## src/logic/tlirq_pkg.sv

```systemverilog
/*
 * Constants, field layouts and types for the two-level interrupt
 * controller with optional line remapping.
 * Assumes an APB bridge as the only bus master and an integer unit
 * that takes a four-bit request level and acknowledges it.
 */
package tlirq_pkg;

    // ----------------------------------------------------------------
    // Register byte addresses on the peripheral bus
    // ----------------------------------------------------------------
    localparam logic [31:0] ADDR_MASK_LEVEL = 32'h8000_0090;
    localparam logic [31:0] ADDR_PENDING = 32'h8000_0094;
    localparam logic [31:0] ADDR_FORCE = 32'h8000_0098;
    localparam logic [31:0] ADDR_CLEAR = 32'h8000_009c;
    localparam logic [31:0] ADDR_MAP_LOW = 32'h8000_00e0;
    localparam logic [31:0] ADDR_MAP_HIGH = 32'h8000_00e4;

    // ----------------------------------------------------------------
    // Field layout
    // ----------------------------------------------------------------
    localparam int NUM_IRQ = 15;
    localparam int LEVEL_LSB = 17;
    localparam int MASK_LSB = 1;
    localparam int FIELD_W = 4;
    localparam int FIELDS_PER_REG = 7;
    // Top field of each map register starts here
    localparam int MAP_TOP_LSB = 24;
    // Line 15 has no slot in the printed layout; it uses the high nibble
    localparam int MAP_LINE15_LSB = 28;

    // ----------------------------------------------------------------
    // Types and reset values
    // ----------------------------------------------------------------
    typedef logic [NUM_IRQ:1] tlirq_vec_t;
    typedef logic [NUM_IRQ:1][FIELD_W-1:0] tlirq_map_t;

    localparam tlirq_vec_t MASK_RESET = 15'h0000;
    localparam tlirq_vec_t LEVEL_RESET = 15'h0000;
    localparam tlirq_vec_t PEND_RESET = 15'h0000;
    localparam tlirq_vec_t FORCE_RESET = 15'h0000;
    localparam logic [3:0] IRL_NONE = 4'h0;

    // Identity routing: field i holds i
    function automatic tlirq_map_t map_identity();
        tlirq_map_t m;
        for (int i = 1; i <= NUM_IRQ; i++) begin
            m[i] = FIELD_W'(i);
        end
        return m;
    endfunction

endpackage

```

## src/logic/tlirq_ctrl.sv

```systemverilog
/*
 * Two-level interrupt controller with an optional remap network.
 * Assumes APB (no ready signal) from a single bridge, interrupt
 * sources synchronous to i_clk, and an integer unit that
 * acknowledges with the number it took.
 */
`timescale 1ns/100ps
module tlirq_ctrl #(
    parameter int NUM_IRQ = 15,
    parameter bit REMAP_EN = 1'b0
) (
    input wire logic i_clk,
    input wire logic i_rst_n,
    input wire logic i_psel,
    input wire logic i_penable,
    input wire logic i_pwrite,
    input wire logic [31:0] i_paddr,
    input wire logic [31:0] i_pwdata,
    output logic [31:0] o_prdata,
    input wire logic [NUM_IRQ:1] i_bus_irq,
    output logic [3:0] o_irl,
    input wire logic i_intack,
    input wire logic [3:0] i_ack_irl
);

    // ----------------------------------------------------------------
    // State
    // ----------------------------------------------------------------
    typedef struct packed {
        tlirq_pkg::tlirq_vec_t enable_mask_bits;
        tlirq_pkg::tlirq_vec_t priority_level_bits;
        tlirq_pkg::tlirq_vec_t pending_bits;
        tlirq_pkg::tlirq_vec_t force_bits;
        tlirq_pkg::tlirq_map_t route_field;
        logic [3:0] irl;
        logic [31:0] rdata;
    } tlirq_state_t;

    tlirq_state_t state_ff;
    tlirq_state_t nxt_state;

    logic [NUM_IRQ:1] routed_irq;
    logic [NUM_IRQ:1] source_event;
    logic wr_en;
    logic rd_setup;
    logic [NUM_IRQ:1] ack_onehot;
    logic [NUM_IRQ:1] unmasked;
    logic [NUM_IRQ:1] req_hi;
    logic [NUM_IRQ:1] req_lo;
    logic [3:0] best_hi;
    logic [3:0] best_lo;
    logic [3:0] nxt_irl;

    // ----------------------------------------------------------------
    // Source routing
    // ----------------------------------------------------------------
    tlirq_remap #(
        .NUM_IRQ(NUM_IRQ)
    ) u_remap (
        .i_bus_irq(i_bus_irq),
        .i_route_field(state_ff.route_field),
        .o_cpu_irq(routed_irq)
    );

    // Without the option the switch is bypassed and left for synthesis to trim
    assign source_event = REMAP_EN ? routed_irq : i_bus_irq;

    // ----------------------------------------------------------------
    // Bus decode
    // ----------------------------------------------------------------
    assign wr_en = i_psel & i_penable & i_pwrite;
    // Read data is captured in the setup phase so it is stable in access
    assign rd_setup = i_psel & ~i_penable & ~i_pwrite;

    // ----------------------------------------------------------------
    // Priority selection
    // ----------------------------------------------------------------
    function automatic logic [3:0] highest(input logic [NUM_IRQ:1] req);
        logic [3:0] num;
        num = tlirq_pkg::IRL_NONE;
        for (int i = 1; i <= NUM_IRQ; i++) begin
            if (req[i]) begin
                num = 4'(i);
            end
        end
        return num;
    endfunction

    always_comb begin
        unmasked = (state_ff.pending_bits | state_ff.force_bits)
            & state_ff.enable_mask_bits;
        // Remapping replaces the level scheme, so all requests rank on one level
        if (REMAP_EN) begin
            req_hi = '0;
        end else begin
            req_hi = unmasked & state_ff.priority_level_bits;
        end
        req_lo = unmasked & ~req_hi;
        best_hi = highest(req_hi);
        best_lo = highest(req_lo);
        if (best_hi != tlirq_pkg::IRL_NONE) begin
            nxt_irl = best_hi;
        end else begin
            nxt_irl = best_lo;
        end
    end

    // ----------------------------------------------------------------
    // Acknowledge decode
    // ----------------------------------------------------------------
    always_comb begin
        ack_onehot = '0;
        for (int i = 1; i <= NUM_IRQ; i++) begin
            if (i_intack && i_ack_irl == 4'(i)) begin
                ack_onehot[i] = 1'b1;
            end
        end
    end

    // ----------------------------------------------------------------
    // Next state
    // ----------------------------------------------------------------
    always_comb begin
        nxt_state = state_ff;
        nxt_state.irl = nxt_irl;

        // Register writes
        if (wr_en) begin
            case (i_paddr)
                tlirq_pkg::ADDR_MASK_LEVEL: begin
                    nxt_state.enable_mask_bits =
                        i_pwdata[tlirq_pkg::MASK_LSB +: NUM_IRQ];
                    nxt_state.priority_level_bits =
                        i_pwdata[tlirq_pkg::LEVEL_LSB +: NUM_IRQ];
                end
                tlirq_pkg::ADDR_PENDING: begin
                    nxt_state.pending_bits = i_pwdata[NUM_IRQ:1];
                end
                tlirq_pkg::ADDR_FORCE: begin
                    nxt_state.force_bits = i_pwdata[NUM_IRQ:1];
                end
                tlirq_pkg::ADDR_CLEAR: begin
                    nxt_state.pending_bits =
                        state_ff.pending_bits & ~i_pwdata[NUM_IRQ:1];
                end
                tlirq_pkg::ADDR_MAP_LOW: begin
                    if (REMAP_EN) begin
                        for (int k = 0; k < tlirq_pkg::FIELDS_PER_REG; k++) begin
                            nxt_state.route_field[k + 1] = i_pwdata[
                                tlirq_pkg::MAP_TOP_LSB - 4 * k +: 4];
                        end
                    end
                end
                tlirq_pkg::ADDR_MAP_HIGH: begin
                    if (REMAP_EN) begin
                        for (int k = 0; k < tlirq_pkg::FIELDS_PER_REG; k++) begin
                            nxt_state.route_field[k + 8] = i_pwdata[
                                tlirq_pkg::MAP_TOP_LSB - 4 * k +: 4];
                        end
                        nxt_state.route_field[NUM_IRQ] =
                            i_pwdata[tlirq_pkg::MAP_LINE15_LSB +: 4];
                    end
                end
                default: begin
                end
            endcase
        end

        // Acknowledge: a forced request only gives up its force bit
        for (int i = 1; i <= NUM_IRQ; i++) begin
            if (ack_onehot[i]) begin
                if (state_ff.force_bits[i]) begin
                    nxt_state.force_bits[i] = 1'b0;
                end else begin
                    nxt_state.pending_bits[i] = 1'b0;
                end
            end
        end

        // Events last so a set in the clearing cycle is never lost
        nxt_state.pending_bits = nxt_state.pending_bits | source_event;

        // Read data
        if (rd_setup) begin
            case (i_paddr)
                tlirq_pkg::ADDR_MASK_LEVEL: begin
                    nxt_state.rdata = '0;
                    nxt_state.rdata[tlirq_pkg::LEVEL_LSB +: NUM_IRQ] =
                        state_ff.priority_level_bits;
                    nxt_state.rdata[tlirq_pkg::MASK_LSB +: NUM_IRQ] =
                        state_ff.enable_mask_bits;
                end
                tlirq_pkg::ADDR_PENDING: begin
                    nxt_state.rdata = {16'h0000, state_ff.pending_bits, 1'b0};
                end
                tlirq_pkg::ADDR_FORCE: begin
                    nxt_state.rdata = {16'h0000, state_ff.force_bits, 1'b0};
                end
                tlirq_pkg::ADDR_MAP_LOW: begin
                    nxt_state.rdata = '0;
                    if (REMAP_EN) begin
                        for (int k = 0; k < tlirq_pkg::FIELDS_PER_REG; k++) begin
                            nxt_state.rdata[tlirq_pkg::MAP_TOP_LSB - 4 * k +: 4] =
                                state_ff.route_field[k + 1];
                        end
                    end
                end
                tlirq_pkg::ADDR_MAP_HIGH: begin
                    nxt_state.rdata = '0;
                    if (REMAP_EN) begin
                        for (int k = 0; k < tlirq_pkg::FIELDS_PER_REG; k++) begin
                            nxt_state.rdata[tlirq_pkg::MAP_TOP_LSB - 4 * k +: 4] =
                                state_ff.route_field[k + 8];
                        end
                        nxt_state.rdata[tlirq_pkg::MAP_LINE15_LSB +: 4] =
                            state_ff.route_field[NUM_IRQ];
                    end
                end
                // Clear register and unmapped addresses read zero
                default: begin
                    nxt_state.rdata = '0;
                end
            endcase
        end
    end

    // ----------------------------------------------------------------
    // Registers
    // ----------------------------------------------------------------
    // Level, pending and force have no defined reset value; zero is used
    always_ff @(posedge i_clk) begin
        if (!i_rst_n) begin
            state_ff.enable_mask_bits <= tlirq_pkg::MASK_RESET;
            state_ff.priority_level_bits <= tlirq_pkg::LEVEL_RESET;
            state_ff.pending_bits <= tlirq_pkg::PEND_RESET;
            state_ff.force_bits <= tlirq_pkg::FORCE_RESET;
            state_ff.route_field <= tlirq_pkg::map_identity();
            state_ff.irl <= tlirq_pkg::IRL_NONE;
            state_ff.rdata <= '0;
        end else begin
            state_ff <= nxt_state;
        end
    end

    assign o_irl = state_ff.irl;
    assign o_prdata = state_ff.rdata;

endmodule

```

## src/logic/tlirq_remap.sv

```systemverilog
/*
 * Switch network that routes each bus interrupt line onto the
 * processor interrupt line chosen by its map field.
 * Purely combinational; the caller registers the result.
 */
`timescale 1ns/100ps
module tlirq_remap #(
    parameter int NUM_IRQ = 15
) (
    input wire logic [NUM_IRQ:1] i_bus_irq,
    input wire tlirq_pkg::tlirq_map_t i_route_field,
    output logic [NUM_IRQ:1] o_cpu_irq
);

    // ----------------------------------------------------------------
    // One OR tree per processor line
    // ----------------------------------------------------------------
    // A field of zero routes nowhere, so that bus line is dropped
    for (genvar y = 1; y <= NUM_IRQ; y++) begin : g_line
        always_comb begin
            o_cpu_irq[y] = 1'b0;
            for (int x = 1; x <= NUM_IRQ; x++) begin
                if (i_route_field[x] == 4'(y)) begin
                    o_cpu_irq[y] = o_cpu_irq[y] | i_bus_irq[x];
                end
            end
        end
    end

endmodule

```

## config.mk

```make
export PLATFORM = sky130hd
export DESIGN_NAME = tlirq_ctrl
export DESIGN_NICKNAME = d
export VERILOG_FILES = /design/src/logic/tlirq_pkg.sv /design/src/logic/tlirq_ctrl.sv /design/src/logic/tlirq_remap.sv
export SDC_FILE = /design/constraint.sdc
export NUM_CORES = 1
export LEC_CHECK = 0
export ABC_AREA = 1
export ABC_CLOCK_PERIOD_IN_PS = 3800
export BUFFER_PORTS_ARGS = -buffer_cell sky130_fd_sc_hd__buf_2
export CAP_MARGIN = 20
export CORE_ASPECT_RATIO = 2
export CORE_MARGIN = 1
export CORE_UTILIZATION = 58
export DETAILED_ROUTE_END_ITERATION = 12
export PLACE_DENSITY_LB_ADDON = 0.1
export SLEW_MARGIN = 15
export SYNTH_ARGS = -nofsm -noshare
export SYNTH_HDL_FRONTEND = slang
export SYNTH_SLANG_ARGS = --single-unit
```

## constraint.sdc

```tcl
create_clock -name i_clk -period 3.8 [get_ports i_clk]
set_input_delay 0.76 -clock i_clk [delete_from_list [all_inputs] [get_ports i_clk]]
set_output_delay 0.76 -clock i_clk [all_outputs]
set_load 0.02 [all_outputs]
```

==> tab_implementation.tex <==
\begin{tabular}{lr}
\hline
Metric & Value \\
\hline
\multicolumn{2}{l}{\textbf{Status}} \\
Outcome & completed \\
\multicolumn{2}{l}{\textbf{Global route}} \\
Initial antenna violation count & 0 \\
First-pass GRT wire length & 25,070 um \\
Final global-route overflow total & 0 \\
Pin count of the biggest net entering global routing & 77 \\
Number of global-route vias before repair & 5,284 \\
Total track usage & 37.13\% \\
\multicolumn{2}{l}{\textbf{Route}} \\
Number of nets with antenna violations after routing & 0 \\
Violation count after the first detailed-route iteration & 378 \\
Remaining routing DRC violations & 0 \\
Total number of vias & 5,491 \\
Via density & 5.720 \\
Routed wire length & 16,290 um \\
Post-detailed-route wirelength per cell & 16.96 um \\
Number of detailed-routing iterations run before antenna repair & 5 \\
\multicolumn{2}{l}{\textbf{Floorplan}} \\
I/O Pins & 125 \\
Core Region & 8648 um2 \\
Initial core utilization & 60.01\% \\
Y dimension of the die & 135.8 um \\
Die Outline Area & 9354 um2 \\
Row Count & 48 \\
X dimension of the die & 68.89 um \\
\multicolumn{2}{l}{\textbf{Yosys}} \\
Most frequently used cell type in the post-synthesis netlist & nand2\_1 \\
Async set or reset register ratio after synthesis & 0\% \\
Synth warnings & 0 \\
Sequential cell area fraction in the yosys report & 36.26\% \\
Cell taking the most area after synthesis & dfxtp\_1 \\
Count of state elements after synthesis & 94 \\
Post-synthesis cell count & 787 \\
Post-synthesis cell area & 5190 um2 \\
Cell types with the highest counts after synthesis & nand2\_1 (163), inv\_1 (107), dfxtp\_1 (94) \\
Number of enable-type register cells in the synthesized netlist & 0 \\
Mean cell area of the mapped netlist & 6.595 um2 \\
Most instantiated flip-flop cell in the synthesis netlist & dfxtp\_1 \\
Number of distinct library cells after synthesis & 30 \\
Area share of the leading cell type in the synthesized netlist & 36.26\% \\
Cell types occupying the most area after synthesis & dfxtp\_1 (36\%), nand2\_1 (12\%), inv\_1 (7.7\%) \\
\multicolumn{2}{l}{\textbf{Clocking}} \\
Postcts setup bufs & 0 \\
Number of H-tree branching levels & 3 \\
Clk slew on worst S/H paths & 0.07 ns \\
TritonCTS clock tree & done \\
Count of hold-fix buffers inserted at cts & 0 \\
Clock insertion delay at the later pin of the skew report & 0.35 ns \\
Number of sinks handled by clock tree synthesis & 94 \\
CTS buffer count & 9 \\
Largest buffer count on any clock path & 2 \\
Cts repair resizes & 0 \\
Root buffer cell & clkbuf\_16 \\
\multicolumn{2}{l}{\textbf{Power and ir drop}} \\
Power per unit of standard cell area & 366.7 nW/um2 \\
Worst voltage drop across the vdd grid & 0.0003122 V \\
Static leakage power & 0.002526 uW \\
\multicolumn{2}{l}{\textbf{Worst setup path}} \\
Required time worst endpoint & 4.05 ns \\
Crit Path Max Fanout & 32 \\
Kind of start point of the critical path & primary input \\
Critical Path Max Stage Delay & 0.44 ns \\
Slowest stage cell on the critical path & nand2\_1 \\
Most numerous cell on the critical path & nor2\_1 \\
Worst Setup End Kind & flop \\
Critical path type & primary input to flop \\
Critical-path cell list & buf\_2, nor2\_1, nand2\_1, nor2\_1, inv\_1, nor3\_1, nand2\_1, nor2\_2, buf\_4, nor2\_1, a211oi\_1 \\
Worst path arrival time & 2.86 ns \\
Setup slack of the worst register-to-register path & 1.86 ns \\
\multicolumn{2}{l}{\textbf{STA}} \\
RSZ-0062 raised after global routing & no \\
Headroom to the max-slew limit & 42.93\% \\
Hold Violations, Final & 0 \\
Final count of pins violating max slew & 0 \\
Maximum clock frequency & 383.0 MHz \\
Hold slack final & 0.4627 ns \\
Final Setup Violations & 0 \\
Accumulated negative setup slack & 0 ns \\
Worst Skew & 0.009808 ns \\
Measured slew at the worst slew-check pin & 0.8561 ns \\
Crit share post-route & 68.71\% \\
Clock period minus worst slack & 2.611 ns \\
\multicolumn{2}{l}{\textbf{Placed design}} \\
Final Wtd Congestion & 0.9484 \\
Hpwl dp & 11,760 um \\
IO buf count & 120 \\
\multicolumn{2}{l}{\textbf{Min path}} \\
Worst hold path type & flop to flop \\
\multicolumn{2}{l}{\textbf{Finish}} \\
Final layout net count & 944 \\
Layout-stage area growth over the synthesis result & 13.60\% \\
Antenna cells & 0 \\
Share of post-route cells with drive strength above 1 & 17.91\% \\
Filler cell count & 823 \\
\multicolumn{2}{l}{\textbf{Flow run}} \\
Max Cap Viol & 0 \\
\hline
\end{tabular}
-- where the power goes --
| group | internal (uW) | total (uW) | switching (uW) |
|---|---|---|---|
| Combinational | 58.3 | 154 | 95.7 |
| Clock | 606 | 1010 | 399 |
| Sequential | 996 | 1000 | 6.45 |
-- worst max-delay path: cells and delay by family --
| kind | cells | cell delay, ns |
|---|---|---|
| AND/OR/NAND/NOR | 7 | 1.30 |
| buffers and inverters | 3 | 0.59 |
| AO/OA/AOI/OAI | 1 | 0.19 |
-- cell families after synthesis --
logic type	share of synthesized area, %
AND/OR/NAND/NOR	29.68
buffers and inverters	16.22
AO/OA/AOI/OAI	17.77
flip-flops	36.26
other	0.07225
-- area by class of cell --
class                           instances  area [um2]  share of cell area, %
Clock inverter                          6       97.59                  1.655
Clock buffer                           10       239.0                  4.053
Timing Repair Buffer                  129       668.1                  11.33
Multi-Input combinational cell        512        2475                  41.98
Sequential cell                        94        1882                  31.92
Tap cell                              100       125.1                  2.122
Inverter                              109       409.1                  6.940
-- routing by layer --
metal	GRT usage, %	share of wire [%]
met4	31.52	8.6
met3	8.081	6.4
met5	0	0
met1	36.90	34
met2	61.87	51
-- worst paths after layout --
path	start	end	cells past startpoint
max	i_paddr[15]	state_ff[144]$_SDFFE_PN0P_	11
min	o_prdata[29]$_SDFFE_PN0P_	o_prdata[29]$_SDFFE_PN0P_	2
max reg2reg	state_ff[126]$_SDFFE_PN0P_	o_irl[2]$_SDFF_PN0_	17
min reg2reg	o_prdata[29]$_SDFFE_PN0P_	o_prdata[29]$_SDFFE_PN0P_	2
-- placed cells by master (no fill, tap or decap), types with 2 or more instances in the layout --
cell type | Yosys | layout
buf_2 | 12 | 120
o22ai_1 | 4 | 4
nor4_4 | 2 | 2
nand2_1 | 163 | 163
buf_4 | 36 | 9
inv_1 | 107 | 107
nor3_1 | 65 | 64
inv_6 | 0 | 3
bufinv_16 | 0 | 2
o221ai_1 | 13 | 13
nor3_2 | 1 | 2
nor2_1 | 67 | 67
inv_2 | 2 | 2
clkbuf_16 | 0 | 9
o21ai_0 | 44 | 44
and3_1 | 2 | 2
dfxtp_1 | 94 | 94
a211oi_1 | 17 | 17
conb_1 | 1 | 2
nand4_1 | 12 | 12
nor2_2 | 2 | 2
nand3_1 | 35 | 35
o211ai_1 | 12 | 12
a21oi_1 | 64 | 64
o21ai_1 | 2 | 2
-- state kept, by name (all words and copies together) (netlist names) --
name	cells
o_irl	4
state_ff	60
o_prdata	30
-- per-stage QoR --
step	area [um2]	power, uW	util [%]	instances	worst slack (ns)
finish	5896	2162	68.17	960	1.189
global route	5896	2232	68.17	960	0.9932
CTS	5896	2174	68.17	960	1.221
detailed placement	5559	1175	64.28	944	0.8627
global placement	5559	1170	64.28	944	0.9151
floorplan	5194	1103	-	788	1.655
Power figures use the tool's default switching activity.
